### src/shared/cjn_pkg.sv
// Package with opcodes, form codes, states and timing constants for the compare-jump block
package cjn_pkg;
  // ----------------------------------------------------------------
  // Opcode patterns
  // ----------------------------------------------------------------
  localparam logic [7:0] CJN_OP_ACC_IMM = 8'hB4;
  localparam logic [7:0] CJN_OP_ACC_DIR = 8'hB5;
  localparam logic [6:0] CJN_OP_IND_HI = 7'h5B;
  localparam logic [4:0] CJN_OP_REG_HI = 5'h17;
  localparam int CJN_REG_SEL_LSB = 0;
  localparam int CJN_PTR_SEL_BIT = 0;

  // ----------------------------------------------------------------
  // Instruction shape and timing
  // ----------------------------------------------------------------
  localparam int CJN_INSTR_BYTES = 3;
  localparam int CJN_INSTR_MCYCLES = 2;
  localparam int CJN_CLKS_PER_MCYCLE = 12;
  localparam int CJN_PC_W = 16;

  // ----------------------------------------------------------------
  // Types
  // ----------------------------------------------------------------
  typedef enum logic [1:0] {
    CJN_SRC_ACC_DIR = 2'h0,
    CJN_SRC_ACC_IMM = 2'h1,
    CJN_SRC_REG_IMM = 2'h2,
    CJN_SRC_IND_IMM = 2'h3
  } cjn_form_e;

  typedef enum logic [1:0] {
    CJN_ST_IDLE = 2'h0,
    CJN_ST_FETCH = 2'h1,
    CJN_ST_EXEC = 2'h2
  } cjn_state_e;

  // ----------------------------------------------------------------
  // Reset values
  // ----------------------------------------------------------------
  localparam logic [7:0] CJN_BYTE_RST = 8'h00;
  localparam logic [2:0] CJN_SEL_RST = 3'h0;
endpackage : cjn_pkg

### src/cjn_exec.sv
// Decode and execute unit for the compare-and-jump-if-not-equal family
`timescale 1ns/1ns
// Operation
// - Operands differ and first smaller: take branch and set carry.
// - Operands equal: clear carry, no branch, continue sequentially.
// - Direct operand is sampled live, so port values loop until matching.
// - Counter advanced by three first; offset added only when operands differ.
// - Accumulator-immediate form: three bytes, two machine cycles.
// - Register-immediate form: three bytes, two machine cycles.
// - Register form decoded by pattern with low three bits selecting register.
// - Indirect-immediate form: three bytes, two machine cycles.
// - Indirect form decoded by pattern whose lowest bit selects pointer.
// - Target is advanced counter plus sign-extended last instruction byte.
// - Less-than test for carry treats operands as unsigned bytes.
// - Operands never written; only carry and counter are updated.
module cjn_exec import cjn_pkg::*; #(
  parameter int PC_W = CJN_PC_W,
  parameter int CLKS_PER_MCYCLE = CJN_CLKS_PER_MCYCLE
) (
  input  wire logic clk,                       // Core clock
  input  wire logic rst,                       // Async reset, high
  input  wire logic start,                     // Pulse: opcode and bytes valid
  input  wire logic [7:0] opcode,              // First instruction byte
  input  wire logic [7:0] operand_byte,        // Second byte: address or data
  input  wire logic [7:0] offset_byte,         // Third byte: displacement
  input  wire logic [PC_W-1:0] pc_in,          // Address of this instruction
  input  wire logic [7:0] acc,                 // Accumulator value
  input  wire logic [7:0] direct_data,         // Byte at direct_addr, ports live
  input  wire logic [7:0] working_register,    // Value of selected register
  input  wire logic [7:0] ind_ram_data,        // RAM byte at selected pointer
  output logic busy_r,                         // Instruction in progress
  output logic decode_miss_r,                  // Pulse: start with foreign opcode
  output logic [1:0] form_r,                   // Operand form being executed
  output logic [7:0] direct_addr_r,            // Direct address to read
  output logic [2:0] reg_sel_r,                // Working register select
  output logic indirect_pointer_register_r,    // Pointer register select
  output logic done_r,                         // Pulse: results valid
  output logic [PC_W-1:0] program_counter_r,   // New counter value
  output logic pc_we_r,                        // Pulse: load counter
  output logic carry_r,                        // New carry flag
  output logic carry_we_r,                     // Pulse: write carry
  output logic branch_taken_r                  // Pulse: branch was taken
);
  // ----------------------------------------------------------------
  // Elaboration checks
  // ----------------------------------------------------------------
  if (CLKS_PER_MCYCLE < 1) begin : g_bad_div
    $error("CLKS_PER_MCYCLE must be at least 1");
  end
  if (PC_W < 8) begin : g_bad_pc
    $error("PC_W must be at least 8");
  end

  localparam int DIV_W = (CLKS_PER_MCYCLE > 1) ? $clog2(CLKS_PER_MCYCLE) : 1;
  localparam logic [DIV_W-1:0] DIV_LAST = DIV_W'(CLKS_PER_MCYCLE - 1);
  localparam logic [PC_W-1:0] PC_STEP = PC_W'(CJN_INSTR_BYTES);
  localparam logic [1:0] MC_LAST = 2'(CJN_INSTR_MCYCLES - 1);

  // ----------------------------------------------------------------
  // State
  // ----------------------------------------------------------------
  cjn_state_e state_r, state_nxt;
  logic [DIV_W-1:0] div_r, div_nxt;
  logic [1:0] mc_r, mc_nxt;
  logic [7:0] first_r, first_nxt;
  logic [7:0] second_r, second_nxt;
  logic [7:0] imm_r, imm_nxt;
  logic [7:0] rel_r, rel_nxt;
  logic [PC_W-1:0] pc_next_r, pc_next_nxt;
  logic [1:0] form_nxt;
  logic [7:0] direct_addr_nxt;
  logic [2:0] reg_sel_nxt;
  logic ptr_nxt;
  logic busy_nxt, miss_nxt, done_nxt, pc_we_nxt, carry_nxt, carry_we_nxt, taken_nxt;
  logic [PC_W-1:0] pc_out_nxt;

  logic mc_tick;
  logic hit;
  logic [1:0] dec_form;
  logic ne, lt;
  logic [PC_W-1:0] target;

  cjn_compare #(.PC_W(PC_W)) cjn_compare_inst (
    .first_op(first_r),
    .second_op(second_r),
    .rel_offset(rel_r),
    .pc_next(pc_next_r),
    .not_equal(ne),
    .less_than(lt),
    .target(target)
  );

  // ----------------------------------------------------------------
  // Decode
  // ----------------------------------------------------------------
  always_comb begin
    hit = 1'b1;
    dec_form = CJN_SRC_ACC_IMM;
    if (opcode == CJN_OP_ACC_DIR) begin
      dec_form = CJN_SRC_ACC_DIR;
    end else if (opcode == CJN_OP_ACC_IMM) begin
      dec_form = CJN_SRC_ACC_IMM;
    end else if (opcode[7:3] == CJN_OP_REG_HI) begin
      dec_form = CJN_SRC_REG_IMM;
    end else if (opcode[7:1] == CJN_OP_IND_HI) begin
      dec_form = CJN_SRC_IND_IMM;
    end else begin
      hit = 1'b0;
    end
  end

  // ----------------------------------------------------------------
  // Machine-cycle sequencing and execution
  // ----------------------------------------------------------------
  always_comb begin
    mc_tick = (div_r == DIV_LAST);
    state_nxt = state_r;
    div_nxt = mc_tick ? '0 : DIV_W'(div_r + 1'b1);
    mc_nxt = mc_r;
    first_nxt = first_r;
    second_nxt = second_r;
    imm_nxt = imm_r;
    rel_nxt = rel_r;
    pc_next_nxt = pc_next_r;
    form_nxt = form_r;
    direct_addr_nxt = direct_addr_r;
    reg_sel_nxt = reg_sel_r;
    ptr_nxt = indirect_pointer_register_r;
    busy_nxt = busy_r;
    miss_nxt = 1'b0;
    done_nxt = 1'b0;
    pc_we_nxt = 1'b0;
    carry_nxt = carry_r;
    carry_we_nxt = 1'b0;
    taken_nxt = 1'b0;
    pc_out_nxt = program_counter_r;
    case (state_r)
      CJN_ST_IDLE: begin
        div_nxt = '0;
        if (start && hit) begin
          state_nxt = CJN_ST_FETCH;
          busy_nxt = 1'b1;
          mc_nxt = '0;
          form_nxt = dec_form;
          imm_nxt = operand_byte;
          rel_nxt = offset_byte;
          direct_addr_nxt = operand_byte;
          reg_sel_nxt = opcode[CJN_REG_SEL_LSB +: 3];
          ptr_nxt = opcode[CJN_PTR_SEL_BIT];
          pc_next_nxt = pc_in + PC_STEP;
        end else if (start) begin
          miss_nxt = 1'b1;
        end
      end
      CJN_ST_FETCH: begin
        // Operands taken at the end of the first machine cycle so a port reads live
        if (mc_tick) begin
          case (form_r)
            CJN_SRC_ACC_DIR: begin
              first_nxt = acc;
              second_nxt = direct_data;
            end
            CJN_SRC_ACC_IMM: begin
              first_nxt = acc;
              second_nxt = imm_r;
            end
            CJN_SRC_REG_IMM: begin
              first_nxt = working_register;
              second_nxt = imm_r;
            end
            default: begin
              first_nxt = ind_ram_data;
              second_nxt = imm_r;
            end
          endcase
          mc_nxt = 2'(mc_r + 1'b1);
          state_nxt = CJN_ST_EXEC;
        end
      end
      CJN_ST_EXEC: begin
        if (mc_tick && mc_r == MC_LAST) begin
          // Only carry and counter are driven; operands stay untouched
          state_nxt = CJN_ST_IDLE;
          busy_nxt = 1'b0;
          done_nxt = 1'b1;
          pc_we_nxt = 1'b1;
          carry_we_nxt = 1'b1;
          carry_nxt = ne & lt;
          taken_nxt = ne;
          pc_out_nxt = ne ? target : pc_next_r;
        end else if (mc_tick) begin
          mc_nxt = 2'(mc_r + 1'b1);
        end
      end
      default: begin
        state_nxt = CJN_ST_IDLE;
        busy_nxt = 1'b0;
      end
    endcase
  end

  always_ff @(posedge clk or posedge rst) begin
    if (rst) begin
      state_r <= CJN_ST_IDLE;
      div_r <= '0;
      mc_r <= '0;
      first_r <= CJN_BYTE_RST;
      second_r <= CJN_BYTE_RST;
      imm_r <= CJN_BYTE_RST;
      rel_r <= CJN_BYTE_RST;
      pc_next_r <= '0;
      form_r <= CJN_SRC_ACC_DIR;
      direct_addr_r <= CJN_BYTE_RST;
      reg_sel_r <= CJN_SEL_RST;
      indirect_pointer_register_r <= 1'b0;
      busy_r <= 1'b0;
      decode_miss_r <= 1'b0;
      done_r <= 1'b0;
      pc_we_r <= 1'b0;
      carry_r <= 1'b0;
      carry_we_r <= 1'b0;
      branch_taken_r <= 1'b0;
      program_counter_r <= '0;
    end else begin
      state_r <= state_nxt;
      div_r <= div_nxt;
      mc_r <= mc_nxt;
      first_r <= first_nxt;
      second_r <= second_nxt;
      imm_r <= imm_nxt;
      rel_r <= rel_nxt;
      pc_next_r <= pc_next_nxt;
      form_r <= form_nxt;
      direct_addr_r <= direct_addr_nxt;
      reg_sel_r <= reg_sel_nxt;
      indirect_pointer_register_r <= ptr_nxt;
      busy_r <= busy_nxt;
      decode_miss_r <= miss_nxt;
      done_r <= done_nxt;
      pc_we_r <= pc_we_nxt;
      carry_r <= carry_nxt;
      carry_we_r <= carry_we_nxt;
      branch_taken_r <= taken_nxt;
      program_counter_r <= pc_out_nxt;
    end
  end
endmodule // cjn_exec

### src/cjn_compare.sv
// Unsigned compare and relative branch target for the compare-jump block
`timescale 1ns/1ns
module cjn_compare import cjn_pkg::*; #(
  parameter int PC_W = CJN_PC_W
) (
  input  wire logic [7:0] first_op,      // Left operand
  input  wire logic [7:0] second_op,     // Right operand
  input  wire logic [7:0] rel_offset,    // Signed displacement byte
  input  wire logic [PC_W-1:0] pc_next,  // Already advanced counter
  output logic not_equal,                // Operands differ
  output logic less_than,                // Left below right
  output logic [PC_W-1:0] target         // Branch destination
);
  logic [PC_W-1:0] rel_ext;

  always_comb begin
    not_equal = (first_op != second_op);
    // Plain logic vectors compare unsigned
    less_than = (first_op < second_op);
    rel_ext = {{(PC_W-8){rel_offset[7]}}, rel_offset};
    // Wraps modulo the counter width, as a real core does
    target = pc_next + rel_ext;
  end
endmodule // cjn_compare

### config.mk
export PLATFORM = sky130hd
export DESIGN_NAME = cjn_exec
export DESIGN_NICKNAME = d
export VERILOG_FILES = /design/src/shared/cjn_pkg.sv /design/src/cjn_exec.sv /design/src/cjn_compare.sv
export SDC_FILE = /design/constraint.sdc
export NUM_CORES = 1
export LEC_CHECK = 0
export BUFFER_PORTS_ARGS = -buffer_cell sky130_fd_sc_hd__buf_2
export CAP_MARGIN = 20
export CORE_MARGIN = 2
export CORE_UTILIZATION = 55
export CTS_BUF_LIST = sky130_fd_sc_hd__clkbuf_8
export DETAILED_ROUTE_END_ITERATION = 12
export PLACE_DENSITY = 0.81
export RECOVER_POWER = 25
export SETUP_SLACK_MARGIN = 0.2
export SLEW_MARGIN = 20
export SYNTH_ARGS = -nofsm -noshare
export SYNTH_HDL_FRONTEND = slang
export SYNTH_HIERARCHICAL = 1
export SYNTH_SLANG_ARGS = --single-unit
### constraint.sdc
create_clock -name clk -period 2.6 [get_ports clk]
set_input_delay 0.26 -clock clk [delete_from_list [all_inputs] [get_ports clk]]
set_output_delay 0.26 -clock clk [all_outputs]
set_load 0.02 [all_outputs]
==> results.json <==
{
  "crit_required_ns": 2.89,
  "vdd_drop_max_mv": 0.2944,
  "instances_no_fill": 716,
  "synth_fa_ha_area_share_pct": 8.069,
  "failed_checks": "max-capacitance violations, max-slew violations",
  "status": "complete, but fails checks",
  "synth_cell_types": 53,
  "syn_inst": 490,
  "insertion_delay_ns": 0.36,
  "core_area_sq_um": 8678,
  "synth_edf_count": 0,
  "final-hold-violation-count": 0,
  "layout-drive-gt1-share_pct": 27.14,
  "crit_arrival_ns": 2.62,
  "grt_first_pass_wirelength_mm": 18.78,
  "synth_top_area_cell": "dfrtp_1",
  "ys_top_cells_by_area": "dfrtp_1, ha_1, mux2i_1",
  "htreeDepth": 3,
  "cts_buffers": 9,
  "areaGrowthSynthToFinish_pct": 18.21,
  "relSlewSlack_pct": -1.334,
  "synth_fp_nets": 596,
  "fin_crit_ns": 2.330,
  "synth_top_area_share_pct": 41.88,
  "hold_path_class": "input port to register",
  "start_util_pct": 56.46,
  "vias": 3981,
  "grt_pass1_vias": 3949,
  "muxShareOfSynthArea_pct": 13.76,
  "antenna_cells": 0,
  "cp-end-kind": "register",
  "cts_root_buf": "clkbuf_8",
  "drt_iter0_markers": 154,
  "cap_violations": 1,
  "core.rowCount": 34,
  "gp_congestion": 0.8574,
  "port_buffers": 111,
  "max_freq_ghz": 0.4291,
  "fin_setup_tns_ns": 0,
  "fin_skew_ns": 0.01397,
  "die_area_sq_um": 9680,
  "grt_max_degree": 51,
  "worstSetupStartpointType": "register",
  "antenna_found_initial": 0,
  "synthSimpleGateAreaFrac_pct": 13.15,
  "ys_seq_area_share_pct": 41.88,
  "cts_sinks": 82,
  "dp_hpwl_mm": 8.318,
  "clockBufferDepth": 2,
  "synth_xor_area_share_pct": 4.826,
  "finalCritPeriodShare_pct": 89.63,
  "final_antenna_net_count": 0,
  "cts_tree": "built",
  "drt_first_pass_iters": 5,
  "ys_ff_latch": 82,
  "dp.cells": 691,
  "wl_mm": 11.24,
  "syn_area_sq_um": 4900,
  "synth_most_common_cell": "dfrtp_1",
  "syn_avg_cell_area_sq_um": 9.999,
  "final_nets": 709,
  "critPathKind": "register to register",
  "die-height_microns": 98.39,
  "worst_pin_slew_ns": 1.512,
  "clk_pin_slew_ns": 0.10,
  "drv_slew": 33,
  "via_per_inst": 5.560,
  "pwr_density_cell_nw_per_um2": 440.5,
  "grt_overflow": 0,
  "p_leak_nw": 2.970,
  "wl_per_cell_microns": 15.70,
  "async_reset_ff_share_pct": 100.0,
  "io_pins": 112,
  "ys.flop_type": "dfrtp_1",
  "die_x_microns": 98.39,
  "yosysWarnings": 6,
  "final-setup-viol-count": 0,
  "grt_usage_pct": 23.98,
  "drc": 0,
  "synthTopCellsByCount": "dfrtp_1, nand2_1, o21ai_0",
  "critical_path_peak_fanout": 3,
  "rsz0062_at_grt": "true",
  "synth_compound_area_share_pct": 13.38,
  "synth_top_family_by_area": "multiplexers"
}
layer usage:
layer,GRT usage [%],share of wire (%)
met5,0,0
met4,8.746,2.0
met3,3.722,4.8
met2,39.40,49
met1,32.34,44
worst max-delay path, stage by stage (launching register included):
cell and delay (ns):
dfrtp_1 0.40, ha_1 0.22, fa_2 0.37, a21o_1 0.23, a221oi_4 0.32, o21ai_2 0.12, a31oi_2 0.23, xnor2_1 0.14
mux2i_1 0.09, o21ai_1 0.14
state kept, by name, indices dropped and copies added (netlist names), 2 cells and up:
signal             flops
state_r                2
second_r               8
form_r                 2
program_counter_r     16
pc_next_r             16
first_r                8
reg_sel_r              3
div_r                  4
imm_r                  8
rel_r                  8
mc_r                   2
final cells by class:
class / instances / area [sq um]
fillers: 738 / 2887
multi-input cells: 365 / 2644
flip-flops and latches: 82 / 2053
repair buffers: 125 / 658.1
well taps: 108 / 135.1
clock buffers: 9 / 123.9
clock inverters: 7 / 101.3
inverters: 20 / 76.32
timing repair:
action	4_1_cts	5_1_grt
setup endpoints to repair	1	6
hold endpoints to repair	32	0
setup buffers	0	8
gates cloned	0	0
pin swaps	0	10
resized for setup	2	12
hold buffers	1	0
where the power goes:
part | internal (W) | switching (W) | total, W
combinational | 0.0000933 | 0.000105 | 0.000198
clock | 0.000551 | 0.000511 | 0.00106
sequential | 0.00128 | 0.00000794 | 0.00129
total | 0.00193 | 0.000624 | 0.00255
per-stage QoR:
stage / power [W] / setup slack, ns / instance area [sq um] / hold WS [ns] / util [%]
floorplan: 0.001418 / 0.2316 / 4900 / 0.4081 / -
global placement: 0.001506 / 0.2279 / 5475 / 0.3406 / 63.09
CTS: 0.002569 / 0.2158 / 5725 / 0.1142 / 65.97
detailed placement: 0.001513 / 0.1767 / 5475 / 0.3455 / 63.09
global route: 0.002643 / 0.1668 / 5792 / 0.1197 / 66.74
finish: 0.002551 / 0.2695 / 5792 / 0.1226 / 66.74
layout by cell type (no fill, tap or decap), types with 3 or more instances in the layout:
| cell type | instances |
|---|---|
| a21o_1 | 9 |
| a21oi_1 | 31 |
| and3_1 | 5 |
| buf_2 | 94 |
| buf_4 | 11 |
| clkbuf_1 | 17 |
| clkbuf_8 | 9 |
| dfrtp_1 | 81 |
| ha_1 | 29 |
| inv_1 | 19 |
| mux2_2 | 3 |
| mux2_4 | 20 |
| mux2i_1 | 34 |
| nand2_1 | 61 |
| nand2b_1 | 3 |
| nand3_1 | 7 |
| nand4_1 | 6 |
| nor2_1 | 27 |
| nor2_2 | 3 |
| nor2b_1 | 4 |
| nor3_1 | 6 |
| o21ai_0 | 45 |
| o21ai_1 | 3 |
| or3_1 | 3 |
| xnor2_1 | 18 |
| xor2_1 | 9 |
worst paths after layout:
check	from	endpoint	slack [ns]	depth (start not counted)
worst min register to register	carry_r$_DFFE_PP0P_	carry_r$_DFFE_PP0P_	0.48	2
worst max-delay path	pc_next_r[0]$_DFFE_PP0P_	program_counter_r[14]$_DFFE_PP0P_	0.27	9
min in group asynchronous	rst	busy_r$_DFFE_PP0P_	0.79	3
worst min-delay path	operand_byte[2]	imm_r[2]$_DFFE_PP0P_	0.12	2
worst max register to register	pc_next_r[0]$_DFFE_PP0P_	program_counter_r[14]$_DFFE_PP0P_	0.27	9
max in group asynchronous	rst	first_r[7]$_DFFE_PP0P_	0.96	4
logic make-up (layout without fill, tap and decap cells):
group           count (synthesis)  in the layout
compound gates                112            112
xor+xnor                       27             27
fa+ha+maj                      31             31
buf+inv                        43            161
flops                          82             82
mux                            57             57
simple gates                  138            138
No activity file was read; power rests on OpenSTA's default activity.
